## src/pkg/bmoc_consts.vh

```
// constants for the backup mode output control block
`ifndef BMOC_CONSTS_VH
`define BMOC_CONSTS_VH
// watchdog timeout counts, in ref_clk cycles (40 MHz)
`define BMOC_CLK_HZ 40000000
`define BMOC_WD_SHORT_MS 100
`define BMOC_WD_LONG_MS 1600
`define BMOC_WD_SHORT_CYC (`BMOC_CLK_HZ / 1000 * `BMOC_WD_SHORT_MS)
`define BMOC_WD_LONG_CYC (`BMOC_CLK_HZ / 1000 * `BMOC_WD_LONG_MS)
`define BMOC_WD_W 32
`endif

```

## src/hw/bmoc_top.v

```verilog
// backup mode output forcing, chip-select gating and power-fail warning
`timescale 1ns/10ps
`default_nettype none
`include "bmoc_consts.vh"
module bmoc_top #(
	parameter [31:0] WD_SHORT_CYC = `BMOC_WD_SHORT_CYC,
	parameter [31:0] WD_LONG_CYC = `BMOC_WD_LONG_CYC
) (
	// clock and reset
	input wire ref_clk,
	input wire rst_n,
	// digitised comparator results
	input wire supply_low,
	input wire battery_near,
	input wire warn_below_ref,
	// processor side
	input wire cs_in_n,
	input wire kick_in,
	input wire timebase_in,
	input wire timebase_select,
	// outputs
	output reg cs_out_n,
	output reg backup_active_out,
	output reg supply_warn_n,
	output reg reset_n,
	output reg reset_hi,
	output reg undervolt_n,
	output reg timeout_flag_n
);
	// ****************************************
	// operating modes
	// ****************************************
	localparam [2:0] MODE_RUN = 3'h1;
	localparam [2:0] MODE_LOW = 3'h2;
	localparam [2:0] MODE_BACKUP = 3'h4;
	wire [2:0] mode;
	// backup outranks a low supply: the battery already holds the rail
	function [2:0] mode_of;
		input low;
		input near;
		begin
			if (near)
				mode_of = MODE_BACKUP;
			else if (low)
				mode_of = MODE_LOW;
			else
				mode_of = MODE_RUN;
		end
	endfunction
	// sense comparator has no hysteresis, so the level passes through, only inverted
	function warn_level;
		input below;
		begin
			warn_level = !below;
		end
	endfunction
	// switchover hysteresis lives in the analog comparator, not here
	assign mode = mode_of(supply_low, battery_near);
	// ****************************************
	// watchdog
	// ****************************************
	wire wd_run;
	wire wd_expired;
	wire kick_edge;
	wire long_sel;
	reg kick_prev_q;
	reg kick_prev_d;
	// timer runs only on a valid supply; a kick level left changed in backup counts as a kick once it runs again
	assign wd_run = (mode == MODE_RUN);
	// any level change counts as a kick, in either direction
	assign kick_edge = wd_run && (kick_in != kick_prev_q);
	// select pin only matters while the timer counts
	assign long_sel = wd_run ? timebase_select : 1'b1;
	// timebase_in is left unread: no external oscillator is modelled
	always @*
	begin
		kick_prev_d = kick_prev_q;
		if (wd_run)
			kick_prev_d = kick_in;
	end
	always @(posedge ref_clk)
	begin
		if (!rst_n)
			kick_prev_q <= 1'b0;
		else
			kick_prev_q <= kick_prev_d;
	end
	// counter clears on a kick or whenever the timer is stopped
	bmoc_wdog #(
		.SHORT_CYC(WD_SHORT_CYC),
		.LONG_CYC(WD_LONG_CYC)
	) bmoc_wdog_inst (
		.ref_clk(ref_clk),
		.rst_n(rst_n),
		.run(wd_run),
		.long_sel(long_sel),
		.kick(kick_edge),
		.expired_q(wd_expired)
	);
	// ****************************************
	// output next values
	// ****************************************
	reg cs_out_n_d;
	reg backup_active_d;
	reg supply_warn_n_d;
	reg reset_n_d;
	reg reset_hi_d;
	reg undervolt_n_d;
	reg timeout_flag_n_d;
	// defaults are the safe state: memory shut, reset held
	always @*
	begin
		cs_out_n_d = 1'b1;
		backup_active_d = 1'b0;
		supply_warn_n_d = 1'b1;
		reset_n_d = 1'b0;
		reset_hi_d = 1'b1;
		undervolt_n_d = 1'b0;
		timeout_flag_n_d = 1'b1;
		case (mode)
			MODE_BACKUP:
			begin
				// backup pins every output to its standby level
				backup_active_d = 1'b1;
				reset_hi_d = 1'b1;
				timeout_flag_n_d = 1'b1;
				cs_out_n_d = 1'b1;
				supply_warn_n_d = 1'b0;
				reset_n_d = 1'b0;
				undervolt_n_d = 1'b0;
			end
			MODE_LOW:
			begin
				backup_active_d = 1'b0;
				// writes blocked whatever the processor asks for
				cs_out_n_d = 1'b1;
				supply_warn_n_d = warn_level(warn_below_ref);
				reset_n_d = 1'b0;
				reset_hi_d = 1'b1;
				undervolt_n_d = 1'b0;
				// timeout flag is released while the supply is low
				timeout_flag_n_d = 1'b1;
			end
			MODE_RUN:
			begin
				backup_active_d = 1'b0;
				cs_out_n_d = cs_in_n;
				supply_warn_n_d = warn_level(warn_below_ref);
				// a lapsed watchdog pulls reset until the next kick
				reset_n_d = !wd_expired;
				reset_hi_d = wd_expired;
				undervolt_n_d = 1'b1;
				timeout_flag_n_d = !wd_expired;
			end
			default:
			begin
				// no mode decoded: keep memory shut and reset asserted
				cs_out_n_d = 1'b1;
				reset_n_d = 1'b0;
				reset_hi_d = 1'b1;
			end
		endcase
	end
	// one cycle of latency: the trade for flop-driven outputs
	// ****************************************
	// memory gate register
	// ****************************************
	always @(posedge ref_clk)
	begin
		if (!rst_n)
			cs_out_n <= 1'b1;
		else
			cs_out_n <= cs_out_n_d;
	end
	// ****************************************
	// supply status registers
	// ****************************************
	always @(posedge ref_clk)
	begin
		if (!rst_n)
		begin
			backup_active_out <= 1'b0;
			supply_warn_n <= 1'b1;
			undervolt_n <= 1'b0;
		end
		else
		begin
			backup_active_out <= backup_active_d;
			supply_warn_n <= supply_warn_n_d;
			undervolt_n <= undervolt_n_d;
		end
	end
	// ****************************************
	// reset and watchdog registers
	// ****************************************
	always @(posedge ref_clk)
	begin
		if (!rst_n)
		begin
			reset_n <= 1'b0;
			reset_hi <= 1'b1;
			timeout_flag_n <= 1'b1;
		end
		else
		begin
			reset_n <= reset_n_d;
			reset_hi <= reset_hi_d;
			timeout_flag_n <= timeout_flag_n_d;
		end
	end
endmodule // bmoc_top
`default_nettype wire

```

## src/hw/bmoc_wdog.v

```verilog
// watchdog timer core for the backup mode output control block
`timescale 1ns/10ps
`default_nettype none
module bmoc_wdog #(
	parameter [31:0] SHORT_CYC = 32'h003D_0900,
	parameter [31:0] LONG_CYC = 32'h03D0_9000
) (
	// clock and reset
	input wire ref_clk,
	input wire rst_n,
	// control
	input wire run,
	input wire long_sel,
	input wire kick,
	// status
	output reg expired_q
);
	reg [31:0] cnt_q;
	wire [31:0] limit;
	assign limit = long_sel ? LONG_CYC : SHORT_CYC;
	// ****************************************
	// timer
	// ****************************************
	always @(posedge ref_clk)
	begin
		if (!rst_n || !run || kick)
		begin
			cnt_q <= 32'h0000_0000;
			expired_q <= 1'b0;
		end
		else if (cnt_q >= limit - 32'h0000_0001)
			expired_q <= 1'b1;
		else
			cnt_q <= cnt_q + 32'h0000_0001;
	end
endmodule // bmoc_wdog
`default_nettype wire

```

## config.mk

```make
export PLATFORM = sky130hd
export DESIGN_NAME = bmoc_top
export DESIGN_NICKNAME = d
export VERILOG_FILES = /design/src/hw/bmoc_top.v /design/src/hw/bmoc_wdog.v
export VERILOG_INCLUDE_DIRS = /design/src /design/src/pkg
export SDC_FILE = /design/constraint.sdc
export NUM_CORES = 1
export LEC_CHECK = 0
export BUFFER_PORTS_ARGS = -buffer_cell sky130_fd_sc_hd__buf_2
export CAP_MARGIN = 20
export CORE_MARGIN = 2
export CORE_UTILIZATION = 50
export CTS_CLUSTER_SIZE = 40
export DETAILED_ROUTE_END_ITERATION = 7
export PLACE_DENSITY = 0.73
export SLEW_MARGIN = 10
export SYNTH_ARGS = -nofsm -noshare
export SYNTH_HDL_FRONTEND = slang
export SYNTH_SLANG_ARGS = --single-unit
```

## constraint.sdc

```tcl
create_clock -name ref_clk -period 12.7 [get_ports ref_clk]
set_input_delay 3.175 -clock ref_clk [delete_from_list [all_inputs] [get_ports ref_clk]]
set_output_delay 3.175 -clock ref_clk [all_outputs]
set_load 0.01 [all_outputs]
```

==> results of run 1 <==
-- state kept, by name, summed over array words and instances (netlist names) --
name                      cells
kick_prev_q                   1
reset_hi                      1
backup_active_out             1
timeout_flag_n                1
reset_n                       1
cs_out_n                      1
supply_warn_n                 1
bmoc_wdog_inst.cnt_q         32
bmoc_wdog_inst.expired_q      1
undervolt_n                   1
-- final timing paths --
path	start	end	slack, ns	cells after the start
worst max register to register	bmoc_wdog_inst.cnt_q[25]	bmoc_wdog_inst.cnt_q[24]	9.52	8
worst min-delay path	bmoc_wdog_inst.expired_q	timeout_flag_n	0.43	1
worst min register to register	bmoc_wdog_inst.expired_q	timeout_flag_n	0.43	1
worst max-delay path	battery_near	bmoc_wdog_inst.cnt_q[24]	6.08	11
-- Yosys cell counts (all sizes together) (2+ instances only) --
| cell | number | area (um^2) |
|---|---|---|
| inv | 8 | 30.03 |
| nor4 | 7 | 43.79 |
| nand4 | 6 | 37.54 |
| a21oi | 12 | 60.06 |
| dfxtp | 41 | 820.8 |
| nand2b | 2 | 12.51 |
| or3 | 7 | 43.79 |
| nor3 | 7 | 35.03 |
| clkbuf | 7 | 26.28 |
| xnor2 | 17 | 148.9 |
| nor4b | 2 | 17.52 |
| nand3 | 12 | 60.06 |
| o21ai | 10 | 50.05 |
| nor2 | 26 | 97.59 |
| and3 | 12 | 75.07 |
| nor3b | 2 | 15.01 |
| a2111oi | 2 | 23.77 |
| ha | 11 | 137.6 |
| or4 | 3 | 22.52 |
| and2 | 2 | 12.51 |
| and4 | 3 | 26.28 |
| buf | 4 | 26.27 |
| nand2 | 14 | 52.55 |
-- worst register-to-register path, stage by stage (launching register included) --
cell,delay (ns)
dfxtp_1,0.35
ha_1,0.31
and3_1,0.18
nand4_1,0.16
a211oi_1,0.09
a2111o_1,0.66
or4_1,0.74
or4_1,0.45
a21oi_1,0.15
-- final cells by class --
class                   instances  area share (%)
repair buffers                 15           3.535
well taps                      48           2.737
inverters                       9           1.539
flip-flops and latches         41           37.40
clock inverters                 3           2.109
multi-input cells             171           49.54
clock buffers                   5           3.136
-- stage by stage --
step	power, mW	hold slack (ns)	utilization [%]
2_1_floorplan	0.1377	0.3663	-
3_3_place_gp	0.1406	0.3879	55.55
3_5_place_dp	0.1407	0.4086	55.55
4_1_cts	0.2465	0.4347	58.62
5_1_grt	0.2543	0.4490	58.62
6_report	0.2457	0.4271	58.62
-- layout by cell type, fill, tap and decap left out, drive strengths merged --
| master | Yosys | final |
|---|---|---|
| nand4 | 6 | 6 |
| dfxtp | 41 | 41 |
| and4 | 3 | 3 |
| o211ai | 1 | 1 |
| nor4b | 2 | 2 |
| a21o | 1 | 1 |
| nor2 | 26 | 26 |
| o221ai | 1 | 1 |
| bufinv | 0 | 1 |
| o31ai | 1 | 1 |
| or4 | 3 | 3 |
| and3 | 12 | 12 |
| a31o | 1 | 1 |
| maj3 | 1 | 1 |
| nor3b | 2 | 2 |
| a211oi | 1 | 1 |
| or2 | 1 | 1 |
| nor3 | 7 | 7 |
| a21boi | 1 | 1 |
| xnor2 | 17 | 17 |
| nand3b | 1 | 1 |
| buf | 4 | 15 |
| nand2 | 14 | 14 |
| a2111o | 1 | 1 |
| nor4 | 7 | 7 |
| clkinv | 1 | 2 |
| o21ai | 10 | 10 |
| or3 | 7 | 7 |
| xor2 | 1 | 1 |
| a31oi | 1 | 1 |
| clkbuf | 7 | 5 |
| and2 | 2 | 2 |
| mux2i | 1 | 1 |
| a21oi | 12 | 12 |
| a2111oi | 2 | 2 |
| ha | 11 | 11 |
| clkinvlp | 0 | 1 |
| nand3 | 12 | 12 |
| nand2b | 2 | 2 |
| inv | 8 | 8 |
-- metal layers --
layer	track usage [%]	wire length (um)	share of wire, %
met5	0	0	0
met1	25.29	1999	51
met4	7.908	87	2.2
met2	31.93	1727	44
met3	5.500	121	3.1
-- cells by family (layout without fill, tap and decap cells) --
logic type      Yosys count  in the layout  synth area share [%]
flops                    41             41                 41.15
compound gates           33             33                 10.35
simple gates            107            107                 28.36
fa+ha+maj                12             12                 7.403
mux                       1              1                0.5019
xor+xnor                 18             18                 7.905
buf+inv                  20             32                 4.329
-- power by group --
group / switching [mW] / internal (mW)
Clock: 0.0493 / 0.0589
Sequential: 0.000371 / 0.130
Combinational: 0.00486 / 0.00286
Total: 0.0545 / 0.191
==> impl_metrics.csv, run 1 <==
group,metric,value,unit
route,via_count,1644,
route,drc,0,
setup_path,crit_type,"in2reg",
die,fp-row-count,22,
cts,hold_buffers,0,
place,io_buffers,14,
flow_run,cap_violations,0,
cts,numCtsBuffers,5,
power,p_leak,0.8130,nW
setup_path,critical_path.max_stage_delay,0.74,ns
global_route,grt.total_usage,19.88,%
timing,grt_setup_unrepaired,"false",
layout,antenna_cells,0,
synth,yosys_warnings,0,
global_route,grt_pass1_wl,6865,um
setup_path,crit_chain,"buf_2 -> or3_1 -> inv_1 -> ha_1 -> and3_1 -> nand4_1 -> a211oi_1 -> a2111o_1 -> or4_1 -> or4_1 -> a21oi_1",
cts,htreeDepth,2,
layout,area_growth,10.04,%
timing,finClkSkew,0.01273,ns
setup_path,crit_family,"simple AND/OR/NAND/NOR gates",
power,peakVddDrop,66.88,uV
die,io_pins,16,
status,status,"completed",
route,firstDrtPassIters,4,
timing,slew_viol_final,0,
layout,multi_input_area,0.001087,mm^2
place,placed_area,0.002079,mm^2
layout,regArea,820.8,um^2
setup_path,path_max_fanout,18,
setup_path,crit_top_cell,"or4_1",
route,wl_per_cell,13.48,um
synth,avgSynthCellArea,8.597,um^2
route,postRouteAntennaNets,0,
cts,clkTransAtPathRegs,0.08,ns
global_route,grt_pass1_vias,1606,
synth,yosys_register_bits,41,
cts,cts_setup_buffers,0,
setup_path,end_kind,"register",
timing,finalSetupTns,0,ns
cts,clkLatencyLatePin,0.30,ns
setup_path,worst_setup_path_start_kind,"input port",
synth,synth_seq_area_share,41.15,%
route,wl,3936,um
timing,tightest_slew,0.9294,ns
die,core_area,0.003744,mm^2
cts,cts_root_buffer,"clkbuf_8",
layout,drive_gt1_share,10.66,%
route,vias_per_cell,5.630,
setup_path,critPathSlowestCell,"or4_1",
timing,relSlewSlack,37.89,%
die,die_y,67.16,um
setup_path,worst_ep_required_time,12.91,ns
cts,cts_sinks,41,
timing,fin_crit,6.625,ns
timing,fin_ws,6.075,ns
place,gp_congestion,0.8493,
setup_path,worst-path-buf-inv,2,
synth,ys.flop_type,"dfxtp_1",
die,die_x,67.16,um
global_route,overflow,0,
place,dp_cells,284,
layout,fin_area,0.002195,mm^2
layout,fillers,363,
synth,synth.distinct_cells,40,
hold_path,hold_path.class,"reg2reg",
global_route,antenna_found_initial,0,
layout,finalNetCount,263,
synth,synth_edf_count,0,
layout,layoutNonFillerInstCount,292,
global_route,grt_max_degree,28,
cts,cts_buffer_depth,2,
power,pwr_density_cell,112.0,mW/mm^2
setup_path,arrival,6.84,ns
timing,setup_viol,0,
die,die-area,0.004510,mm^2
cts,cts_repair_resize_count,0,
synth,synth_cells,232,
synth,synthesis.area,0.001994,mm^2
timing,fmaxAchievable,0.1510,GHz
synth,syn_nets,252,
cts,cts_tree,"built",
die,initial_core_util,53.28,%
timing,finalCritPeriodShare,52.16,%
place,post-place-ws,5.813,ns
synth,async_flop_share,0,%
route,drt_iter0_drc,73,
timing,hold_viol,0,
place,dp_hpwl,2679,um
No activity file was read; power rests on OpenSTA's default activity.
==> inputs of run 2 (changes only) <==
PLACE_DENSITY = 0.76   (was 0.73)
clock period = 5.8 ns   (was 12.7 ns; I/O delays follow)
==> run 2 against run 1 <==
Compared with the run above: worst hold slack got worse by 0.0050 ns; worst setup slack lost 5.0 ns; sequential power is 120% higher; clock power grew 83%; sequential cell count stayed put; global-route usage grew 0.46 points; clock-buffer cell count unchanged.
==> impl_metrics.csv, run 2 (synthesis gave the netlist of run 1 again) <==
group,metric,value,unit
setup_path,crit_type,"in2reg",
place,gp_congestion,0.8172,
layout,multi_input_area,0.001087,mm^2
die,die-area,0.004510,mm^2
die,core_area,0.003744,mm^2
layout,antenna_cells,0,
route,wl,3897,um
die,io_pins,16,
timing,fin_crit,4.714,ns
die,initial_core_util,53.28,%
cts,cts_setup_buffers,0,
global_route,grt_max_degree,28,
timing,fmaxAchievable,0.2121,GHz
die,fp-row-count,22,
power,p_leak,0.8088,nW
timing,relSlewSlack,36.73,%
place,io_buffers,14,
layout,regArea,820.8,um^2
route,drt_iter0_drc,61,
timing,tightest_slew,0.9467,ns
global_route,grt_pass1_wl,6913,um
layout,fillers,357,
layout,final_common_cell,"dfxtp_1",
route,drc,0,
route,via_count,1640,
layout,max_flop_register,"bmoc_wdog_inst.cnt_q",
power,swShare,24.48,%
timing,finClkSkew,0.01396,ns
setup_path,worst_ep_required_time,6.01,ns
timing,worst_hold_slack,0.4221,ns
power,peakVddDrop,160.5,uV
global_route,overflow,0,
cts,cts_repair_resize_count,0,
place,placed_area,0.002087,mm^2
flow_run,cap_violations,0,
power,pwr-share-seq,57.0,%
layout,area_growth,9.347,%
route,firstDrtPassIters,4,
cts,clkLatencyLatePin,0.31,ns
timing,setup_viol,0,
setup_path,worst_setup_path_start_kind,"input port",
global_route,grt_pass1_vias,1583,
layout,largest_reg_flops,32,
cts,htreeDepth,2,
global_route,use_met2,30.94,%
power,intPower,0.3767,mW
cts,cts_tree,"built",
route,wl_per_cell,13.30,um
route,vias_per_cell,5.597,
power,finalPower,0.4989,mW
timing,finalSetupTns,0,ns
layout,drive_gt1_share,11.02,%
place,dp_hpwl,2699,um
hold_path,hold_path.class,"reg2reg",
cts,cts_buffer_depth,2,
cts,numCtsBuffers,5,
cts,cts_root_buffer,"clkbuf_8",
status,status,"completed",
global_route,antenna_found_initial,0,
layout,finalNetCount,264,
layout,fin_area,0.002181,mm^2
setup_path,end_kind,"register",
power,power.share.combinational,3.4,%
layout,mostFrequentLayoutCells,"dfxtp_1 (41), nor2_1 (26), xnor2_1 (17)",
layout,postLayoutCoreUtil,58.26,%
power,p_switching,0.1221,mW
timing,grt_setup_unrepaired,"false",
setup_path,arrival,4.92,ns
global_route,grt.busiest_layer,"met2",
setup_path,path_max_fanout,18,
cts,clkTransAtPathRegs,0.09,ns
route,postRouteAntennaNets,0,
global_route,met3_usage,4.167,%
global_route,met1_usage,26.74,%
power,p_clk_share,39.6,%
cts,hold_buffers,0,
die,die_y,67.16,um
power,pwr_density_cell,228.7,mW/mm^2
global_route,grt.total_usage,20.34,%
timing,hold_viol,0,
cts,cts_sinks,41,
timing,finalCritPeriodShare,81.28,%
die,die_x,67.16,um
timing,slew_viol_final,0,
## run 2: cell types whose count changed in the layout (fill, tap and decap cells not counted)
cell | previous run | this run
buf_4 | 1 | 2
inv_6 | 0 | 1
bufinv_16 | 1 | 0
## run 2: worst paths after layout
path                                                from                        to  slack [ns]  cells past startpoint
worst min register to register  bmoc_wdog_inst.expired_q            timeout_flag_n        0.42                      1
worst max register to register  bmoc_wdog_inst.cnt_q[23]  bmoc_wdog_inst.cnt_q[24]        2.77                      9
worst min-delay path            bmoc_wdog_inst.expired_q            timeout_flag_n        0.42                      1
worst max-delay path                        battery_near  bmoc_wdog_inst.cnt_q[24]        1.09                     12
## run 2: power by group through the flow
stage	Clock, mW	Sequential, mW	Combinational, mW
floorplan	0	0.292	0.00945
global placement	0	0.291	0.0166
detailed placement	0	0.291	0.0169
CTS	0.201	0.284	0.0170
global route	0.213	0.285	0.0194
finish	0.198	0.284	0.0167
## run 2: area by class of cell
type | count | area share, %
multi-input combinational | 171 | 49.86
sequential | 41 | 37.64
timing repair buffer | 16 | 3.901
clock buffer | 5 | 3.155
tap | 48 | 2.754
inverter | 9 | 1.549
clock inverter | 3 | 1.147
## run 2: worst max-delay path, stage by stage
cell and delay, ns:
buf_2 0.12, or3_1 0.51, inv_1 0.27, ha_1 0.29, and3_1 0.19, nand4_1 0.18, a211oi_1 0.08, a2111o_1 0.38
buf_4 0.20, or4_1 0.65, or4_1 0.45, a21oi_1 0.15
## run 2: layer usage
layer  part of all wire [%]  vias up
met3                    3.5        7
li1                       -      848
met1                     50      760
met4                    2.3        0
met5                      0        -
met2                     44       25
## run 2: through the flow
stage	cells	worst slack [ns]
after floorplan	232	1.337
after global placement	285	0.8465
after detailed placement	285	0.7999
after CTS	293	1.099
after global routing	293	0.8799
final	293	1.086
